**src/verilog/fmrp_defines.svh**
```systemverilog
// Register offsets, field positions and reset values of the frame memory read pointer port.
// Assumes inclusion by bare name from the port module.
`ifndef FMRP_DEFINES_SVH
`define FMRP_DEFINES_SVH

`define FMRP_REG_DATA_PORT    8'h48
`define FMRP_REG_PTR_LOW      8'h4A
`define FMRP_REG_PTR_MID      8'h4C
`define FMRP_REG_PTR_HIGH     8'h4E
`define FMRP_REG_STEP         8'h02
`define FMRP_IDX_RESET        8'h00
`define FMRP_PTR_RESET        20'h00000
`define FMRP_LOW_MSB          7
`define FMRP_MID_MSB          15
`define FMRP_HIGH_MSB         19
`define FMRP_HIGH_NIBBLE_MSB  3

`endif

```
**src/verilog/fmrp_pkg.sv**
```systemverilog
// Types shared by the frame memory read pointer port.
// Assumes the host strobes come from logic on the same clock.
`default_nettype none

package fmrp_pkg;

	typedef struct packed {
		logic        idx_wr;
		logic        dat_wr;
		logic        dat_rd;
		logic [15:0] din;
	} fmrp_host_req_t;

	typedef struct packed {
		logic        rd_req;
		logic        wr_req;
		logic [19:0] addr;
		logic [15:0] wdata;
	} fmrp_mem_req_t;

	typedef enum logic {
		FMRP_IDLE,
		FMRP_WAIT_MEM
	} fmrp_state_t;

endpackage

`default_nettype wire

```
**src/verilog/fmrp_port.sv**
```systemverilog
// Host access to the frame memory: indexed register file, read pointer and window write pointer.
// Assumes the host holds off new strobes while busy and that memory answers each read once.
//
// Operation
// - After the window's last pixel, write pointer returns to the first pixel.
// - The 20-bit pointer serves single-location reads only, never writes.
// - Read pointer increments itself after each completed memory read.
// - Pointer bits come from low, middle and high-nibble byte registers.
// - All pixel writes go through the data port at window coordinates.
// - In 16-bit bus mode address bit 0 is ignored, word fetches.
// - In 8-bit bus mode address bit 0 is used, byte fetches.
`timescale 1ns/100ps
`default_nettype none
`include "fmrp_defines.svh"

module fmrp_port (
	input  wire logic                    ref_clk,
	input  wire logic                    nrst,
	input  wire logic                    bus16,
	input  wire fmrp_pkg::fmrp_host_req_t host_req,
	input  wire logic [19:0]             win_first,
	input  wire logic [19:0]             win_last,
	input  wire logic                    win_load,
	input  wire logic                    mem_rd_ack,
	input  wire logic [15:0]             mem_rdata,
	output var fmrp_pkg::fmrp_mem_req_t   mem_req,
	output logic [15:0]                  host_dout,
	output logic                         host_dvalid,
	output logic                         busy
);

	fmrp_pkg::fmrp_state_t   state_q, state_d;
	fmrp_pkg::fmrp_mem_req_t mem_q, mem_d;
	logic [7:0]              idx_q, idx_d;
	logic [19:0]             rptr_q, rptr_d;
	logic [19:0]             wptr_q, wptr_d;
	logic [15:0]             dout_q, dout_d;
	logic                    dvalid_q, dvalid_d;
	logic                    busy_q, busy_d;
	logic [19:0]             step;
	logic [19:0]             rd_addr;

	assign step    = bus16 ? 20'h00002 : 20'h00001;
	assign rd_addr = bus16 ? {rptr_q[19:1], 1'b0} : rptr_q;

	always_comb begin
		state_d      = state_q;
		mem_d        = mem_q;
		idx_d        = idx_q;
		rptr_d       = rptr_q;
		wptr_d       = wptr_q;
		dout_d       = dout_q;
		dvalid_d     = 1'b0;
		mem_d.rd_req = 1'b0;
		mem_d.wr_req = 1'b0;
		if (win_load) begin
			wptr_d = win_first;
		end
		unique case (state_q)
			fmrp_pkg::FMRP_IDLE: begin
				// Host strobes are taken only while no fetch is outstanding
				if (host_req.idx_wr) begin
					idx_d = host_req.din[7:0];
				end else if (host_req.dat_wr) begin
					// Pointer byte writes step the index so three writes load the pointer
					unique case (idx_q)
						`FMRP_REG_PTR_LOW: begin
							rptr_d[`FMRP_LOW_MSB:0] = host_req.din[7:0];
							idx_d = idx_q + `FMRP_REG_STEP;
						end
						`FMRP_REG_PTR_MID: begin
							rptr_d[`FMRP_MID_MSB:`FMRP_LOW_MSB+1] = host_req.din[7:0];
							idx_d = idx_q + `FMRP_REG_STEP;
						end
						`FMRP_REG_PTR_HIGH: begin
							rptr_d[`FMRP_HIGH_MSB:`FMRP_MID_MSB+1] = host_req.din[`FMRP_HIGH_NIBBLE_MSB:0];
							idx_d = idx_q + `FMRP_REG_STEP;
						end
						`FMRP_REG_DATA_PORT: begin
							// Pixel writes use the window pointer only
							mem_d.wr_req = 1'b1;
							mem_d.addr   = wptr_q;
							mem_d.wdata  = host_req.din;
							if (wptr_q >= win_last) begin
								wptr_d = win_first;
							end else begin
								wptr_d = wptr_q + step;
							end
						end
						default: begin
						end
					endcase
				end else if (host_req.dat_rd) begin
					unique case (idx_q)
						`FMRP_REG_PTR_LOW: begin
							dout_d   = {8'h00, rptr_q[`FMRP_LOW_MSB:0]};
							dvalid_d = 1'b1;
						end
						`FMRP_REG_PTR_MID: begin
							dout_d   = {8'h00, rptr_q[`FMRP_MID_MSB:`FMRP_LOW_MSB+1]};
							dvalid_d = 1'b1;
						end
						`FMRP_REG_PTR_HIGH: begin
							dout_d   = {12'h000, rptr_q[`FMRP_HIGH_MSB:`FMRP_MID_MSB+1]};
							dvalid_d = 1'b1;
						end
						`FMRP_REG_DATA_PORT: begin
							// Index stays put so the data port can be read again
							mem_d.rd_req = 1'b1;
							mem_d.addr   = rd_addr;
							state_d      = fmrp_pkg::FMRP_WAIT_MEM;
						end
						default: begin
							dout_d   = 16'h0000;
							dvalid_d = 1'b1;
						end
					endcase
				end
			end
			fmrp_pkg::FMRP_WAIT_MEM: begin
				if (mem_rd_ack) begin
					dout_d   = mem_rdata;
					dvalid_d = 1'b1;
					rptr_d   = rd_addr + step;
					state_d  = fmrp_pkg::FMRP_IDLE;
				end
			end
		endcase
		busy_d = (state_d == fmrp_pkg::FMRP_WAIT_MEM);
	end

	always_ff @(posedge ref_clk or negedge nrst) begin
		if (!nrst) begin
			state_q  <= fmrp_pkg::FMRP_IDLE;
			mem_q    <= '0;
			idx_q    <= `FMRP_IDX_RESET;
			rptr_q   <= `FMRP_PTR_RESET;
			wptr_q   <= `FMRP_PTR_RESET;
			dout_q   <= 16'h0000;
			dvalid_q <= 1'b0;
			busy_q   <= 1'b0;
		end else begin
			state_q  <= state_d;
			mem_q    <= mem_d;
			idx_q    <= idx_d;
			rptr_q   <= rptr_d;
			wptr_q   <= wptr_d;
			dout_q   <= dout_d;
			dvalid_q <= dvalid_d;
			busy_q   <= busy_d;
		end
	end

	assign mem_req     = mem_q;
	assign host_dout   = dout_q;
	assign host_dvalid = dvalid_q;
	// Busy comes from its own flop so the host sees a clean level
	assign busy        = busy_q;
endmodule // fmrp_port

`default_nettype wire

```
**config.mk**
```make
export PLATFORM = sky130hd
export DESIGN_NAME = fmrp_port
export DESIGN_NICKNAME = d
export VERILOG_FILES = /design/src/verilog/fmrp_pkg.sv /design/src/verilog/fmrp_port.sv
export VERILOG_INCLUDE_DIRS = /design/src /design/src/verilog
export SDC_FILE = /design/constraint.sdc
export NUM_CORES = 1
export LEC_CHECK = 0
export BUFFER_PORTS_ARGS = -buffer_cell sky130_fd_sc_hd__clkbuf_2
export CORE_MARGIN = 2
export CORE_UTILIZATION = 55
export CTS_CLUSTER_SIZE = 30
export DETAILED_ROUTE_END_ITERATION = 6
export GPL_ROUTABILITY_DRIVEN = 0
export PLACE_DENSITY = 0.81
export SETUP_SLACK_MARGIN = 0.3
export SYNTH_ARGS = -nofsm -noshare
export SYNTH_HDL_FRONTEND = slang
export SYNTH_SLANG_ARGS = --single-unit
```
**constraint.sdc**
```tcl
create_clock -name ref_clk -period 3.1 [get_ports ref_clk]
set_input_delay 0.31 -clock ref_clk [delete_from_list [all_inputs] [get_ports ref_clk]]
set_output_delay 0.31 -clock ref_clk [all_outputs]
set_load 0.03 [all_outputs]
```
Word level (Yosys, flattened, before mapping)
Cells that the tools add are included.
{"block": "totals", "ff_bits": 104, "latch_bits": 0, "ramBits": 0, "romBits": 0, "inputBits": 80, "out_inout_bits": 56, "word_cells": 86, "mem_count": 0}
{"block": "classes", "n_addsub": 3, "mul": 0, "div_mod_pow": 0, "magnitude_cmp": 1, "eq_ne": 13, "n_shift": 0, "muxes": 44, "bitwise_logic": 2, "reduce_logical": 11}
{"cell": "$mux W20", "n": 12}
{"cell": "$mux W16", "n": 5}
{"cell": "$mux W38", "n": 2}
{"cell": "$pmux W16 S4", "n": 1}
{"cell": "$add A20 B2 Y20", "n": 2}
{"cell": "$mux W8", "n": 5}
{"cell": "$pmux W20 S2", "n": 1}
{"cell": "$mux W37", "n": 1}
{"cell": "$eq A8 B7 Y1 const B", "n": 4}
{"cell": "$pmux W16 S2", "n": 1}
{"cell": "$ge A20 B20 Y1", "n": 1}
{"cell": "$reduce_and A4 Y1", "n": 5}
{"cell": "$mux W1", "n": 12}
{"cell": "$ne A2 B2 Y1 const B", "n": 6}
{"cell": "$add A8 B2 Y8 const B", "n": 1}
{"cell": "$ne A2 B1 Y1 const B", "n": 3}
{"cell": "$reduce_bool A2 Y1", "n": 3}
{"cell": "$reduce_and A5 Y1", "n": 1}
{"cell": "$mux W4", "n": 1}
{"cell": "$pmux W1 S2", "n": 2}
{"cell": "$reduce_and A3 Y1", "n": 1}
{"cell": "$reduce_or A3 Y1", "n": 1}
{"cell": "$mux W2", "n": 1}
{"cell": "$not A1 Y1", "n": 2}

Logic depth before layout (Yosys ltp)
{"block": "logic_depth", "ltp_word": 7, "depth_mapped": 10, "ltp_nobuf": 9}

Worst setup path after synthesis
OpenSTA, ideal clock, no wires.
{"block": "synth_timing", "kind": "register -> register", "start": "register wptr_q[9]", "end": "register wptr_q[14]", "setup_time_ps": 126, "t_arrival_ps": 2314, "required_ps": 2974, "setup_slack_ps": 660, "path_stages_with_launch": 8, "n_path_buf": 0, "period_less_slack_ps": 2440, "cell_sequence": "dfrtp_1 ha_1 a21o_1 a221o_1 a2111oi_4 o2111a_2 nor2_1 a221o_1"}
{"block": "synth_via", "elab_chain_cells": 6, "word_cells_on_any_way": 7, "cone_classes": "1 x add/sub; 1 x order compare; 5 x mux"}
{"item": "from (decl)", "line_no": "fmrp_port.sv:36", "text": "logic [19:0] wptr_q, wptr_d;"}
{"item": "from (signal assigned)", "line_no": "fmrp_port.sv:138", "text": "wptr_q <= `FMRP_PTR_RESET;"}
{"item": "from (signal assigned)", "line_no": "fmrp_port.sv:147", "text": "wptr_q <= wptr_d;"}
{"item": "$add A20 B2 Y20 / $ge A20 B20 Y1 (equally long branches)", "line_no": "fmrp_port.sv:87, fmrp_port.sv:84"}
{"item": "$mux W20 (*)", "line_no": "fmrp_port.sv:84", "text": "if (wptr_q >= win_last) begin"}
{"item": "$mux W20 (*)", "line_no": "fmrp_port.sv:66", "text": "unique case (idx_q)"}
{"item": "$mux W20 (*)", "line_no": "fmrp_port.sv:64", "text": "end else if (host_req.dat_wr) begin"}
{"item": "$mux W20 (*)", "line_no": "fmrp_port.sv:62", "text": "if (host_req.idx_wr) begin"}
{"item": "$mux W20 (*)", "line_no": "fmrp_port.sv:59", "text": "unique case (state_q)"}
{"item": "via wptr_d[14]", "line_no": "fmrp_port.sv:36"}
The timed path passes the listed nets; every way through them passes the cells marked *.
A chain may end at the register's enable or synchronous reset.

Worst setup path in the final report
{"block": "layout_timing", "start": "register wptr_q[9]", "end": "register wptr_q[16]"}
Same word-level chain as after synthesis.

==> metrics.md <==
| Metric | Value |
|---|---|
| Min Tclk post-route | 2748 ps |
| Largest stage delay, worst path | roughly 480 ps |
| Via count | 5849 |
| Ys Warns | 0 |
| Max Slew Vio Count | 0 |
| Gr usage total | 29.43% |
| Most frequent cells in the layout | clkbuf_2 (134), dfrtp_1 (102), a21oi_1 (59) |
| Detail Placement HPWL | 12660 µm |
| CP max stage cell | dfrtp_2 |
| CP Launch Type | flip-flop |
| Final non-filler cell area | 7153 µm² |
| Switching fraction of total power | between 30 and 40% |
| FP Rows | 38 |
| Status | complete, but fails checks |
| Worst Hold Class | input port to async pin |
| H-tree Lvls | 3 |
| Reg2Reg Depth | 8 |
| Ys flop type | dfrtp_1 |
| Top Ports | 136 |
| CP Max Fanout | 25 |
| Total wire length | 17260 µm |
| Nets | 894 |
| Global-route wire length before repair | 27340 µm |
| Initial Util | 56.36% |
| Area contributors post-synth | dfrtp_1 (43%), mux2_2 (5.0%), ha_1 (4.9%) |
| Maximum clock frequency | about 0.36 GHz |
| Pre-CTS setup slack | 347.7 ps |
| Share of the synthesized area in the top cell type | 42.60% |
| Placed Area | 6924 µm² |
| Number of synthesized flops with an enable pin | 0 |
| RR Endpoint | wptr_q[16] |
| Reg power frac | 49.7% |
| Final Power | 3.712 mW |
| Sequential element share of the synthesized area | between 40 and 50% |
| Vias in the first global route | 5568 |
| Final hold violations | 2 |
| Cells along the critical path | ha_1 > a21o_1 > a221o_1 > a2111oi_4 > o2111ai_2 > buf_4 > and3_1 > a211o_1 |
| # fillers | a little under 900 |
| Clock sinks | roughly 100 |
| CTS buffer count | 9 |
| Initial antenna violation count | 0 |
| R2r startpoint | wptr_q[9] |
| Crit path DAT | 3010 ps |
| Via density per instance | about 6.3 |
| Area growth from synthesis to layout | 17.08% |
| Gate Count Post-Synth | 659 |
| DR WL/cell | 18.50 µm |
| Cell Pwr Density | 518.9 nW/µm² |
| Final Worst Setup Slack | 351.8 ps |
| Most common cell after layout, fill and taps aside | clkbuf_2 |
| Measured slew at the worst slew-check pin | 1109 ps |
| Final worst path period share | 88.65% |
| Hold_ws | -10.16 ps |
| Seq cells post-synth | 104 |
| Ant diodes | 0 |
| Final Setup Violations | 0 |
| Slew margin rel. | a little over a quarter |
| Area of the mapped netlist | between 6000 and 7000 µm² |
| Count of input and output buffers | 135 |
| Core ar. | approximately 11000 µm² |
| Antenna Violating Nets Remaining | 0 |
| Number of max-cap violations | 0 |
| Die area | 11970 µm² |
| Post-CTS setup buffers | 0 |
| Clock-pin slew on the worst setup and hold paths | around 110 ps |
| TNS Setup | 0 ps |
| Critical Path End Type | flip-flop |
| NetSw | 1.325 mW |
| VDD IR max | 0.0003384 V |
| Crit path kind | flip-flop to flip-flop |
| Failing checks | negative hold slack |
| Layout cell share with drive strength beyond 1 | between 20% and 30% |
| Post-synthesis net count | roughly 770 |
| Critical Path RT | 3360 ps |
| Cell count after placement | ~900 |
| Clock network fraction of total power | 25.4% |
| Most area-hungry cell type in the Yosys netlist | dfrtp_1 |
| Internal reg-to-reg setup slack | 350 ps |
| Unrepaired setup endpoints after global routing | false |
| Internal power | 2.387 mW |
| Number of remaining DRC errors | 0 |
| Die height | 109.4 µm |
| Syn_area_per_cell | 9.271 µm² |
| Logic pwr share | 24.8% |
| Gr ovfl total | 0 |
| Post-synth cell types | 63 |
| Die width | 109.4 µm |
| TritonRoute pass-1 iters | 7 |
| Worst Skew | 11.42 ps |
| Leakage | 3.512 nW |
| Longest Clk Path Bufs | 2 |
| Clk Latency, worst-skew pair | 380 ps |
| Async SR Flop Fraction | between 90% and 100% |
| TritonCTS clock tree | built |
| Pin count of the biggest net entering global routing | 63 |
| Root Driver | clkbuf_8 |
| Fin cells | 933 |
| Initial DRC count | 603 |
==> cell usage after synthesis, types with 3 or more instances <==
cell type / count
a211o_1: 4
a211oi_2: 4
a21o_1: 6
a21oi_1: 59
a221o_1: 4
a222oi_1: 4
a22o_1: 4
a22oi_1: 4
a2bb2oi_1: 4
a31oi_1: 30
and2_1: 4
and3_1: 25
buf_2: 7
buf_6: 3
clkbuf_1: 22
dfrtp_1: 104
ha_1: 24
inv_1: 37
mux2_2: 27
mux2i_1: 3
nand2_1: 56
nand3_1: 15
nand4_1: 8
nor2_1: 57
nor2b_1: 19
nor3_1: 19
nor3b_1: 4
nor4_2: 3
o21a_1: 5
o21ai_0: 31
o21ai_1: 4
o22a_1: 12
o22ai_1: 6
==> kinds of logic after synthesis <==
kind of cell	count (synthesis)	share of synthesized area, %
multiplexers	30	5.468
buffers and inverters	73	5.345
flip-flops	104	42.60
AND/OR/NAND/NOR	226	18.86
adder cells (fa/ha/maj)	26	5.570
AO/OA/AOI/OAI	200	22.16
==> critical path, delay by kind of cell, from the launching register on <==
kind	cells	cell delay (ps)
flip-flops	1	480
AND/OR/NAND/NOR	1	190
AO/OA/AOI/OAI	5	1400
adder cells (fa/ha/maj)	1	320
buffers and inverters	1	240
==> per-layer routing <==
layer / part of all wire (%) / track usage [%] / wire (µm) / vias to the layer above
li1: - / - / - / 2677
met1: 40 / 38.12 / 6984 / 2788
met2: 47 / 46.83 / 8178 / 325
met3: 8.3 / 6.343 / 1432 / 59
met4: 3.8 / 14.47 / 661 / 0
met5: 0 / 0 / 0 / -
==> per-stage QoR <==
stage               hold WS [ps]  util, %
floorplan                  14.41        -
global placement           438.5    63.87
detailed placement         444.7    63.87
CTS                        33.34    65.89
global route               64.42    65.99
finish                    -10.16    65.99
==> registers in the layout (all words and copies together), names as in the netlist <==
register	flops
mem_req	38
host_dout	16
busy	1
wptr_q	20
rptr_q	20
host_dvalid	1
idx_q	8
==> layout make-up <==
class,count,area [µm²],share of cell area (%)
clock inverter,7,95.09,1.329
timing repair buffer,153,817.0,11.42
multi-input combinational,482,3189,44.59
tap,140,175.2,2.449
clock buffer,9,123.9,1.732
sequential,104,2605,36.42
inverter,38,147.6,2.064
==> repair_timing <==
action,CTS,global route
endpoints found under the setup margin,0,11
hold buffers,0,0
resized for setup,0,3
==> power by group through the flow <==
stage	clock network, mW	logic (mW)	registers (mW)
floorplan	0	0.460	1.92
global placement	0	0.876	1.85
detailed placement	0	0.914	1.86
CTS	0.955	0.920	1.83
global route	1.00	1.02	1.87
finish	0.944	0.921	1.85
==> worst max-delay path by stage <==
stage / from / to / slack [ps]
global route: wptr_q[9] / wptr_q[16] / 310
detailed placement: wptr_q[17] / wptr_q[12] / 350
CTS: wptr_q[17] / wptr_q[7] / 320
floorplan: wptr_q[9] / wptr_q[14] / 660
global placement: wptr_q[9] / wptr_q[16] / 500
finish: wptr_q[9] / wptr_q[16] / 350
Note: power is estimated with default switching activity, not from simulation.
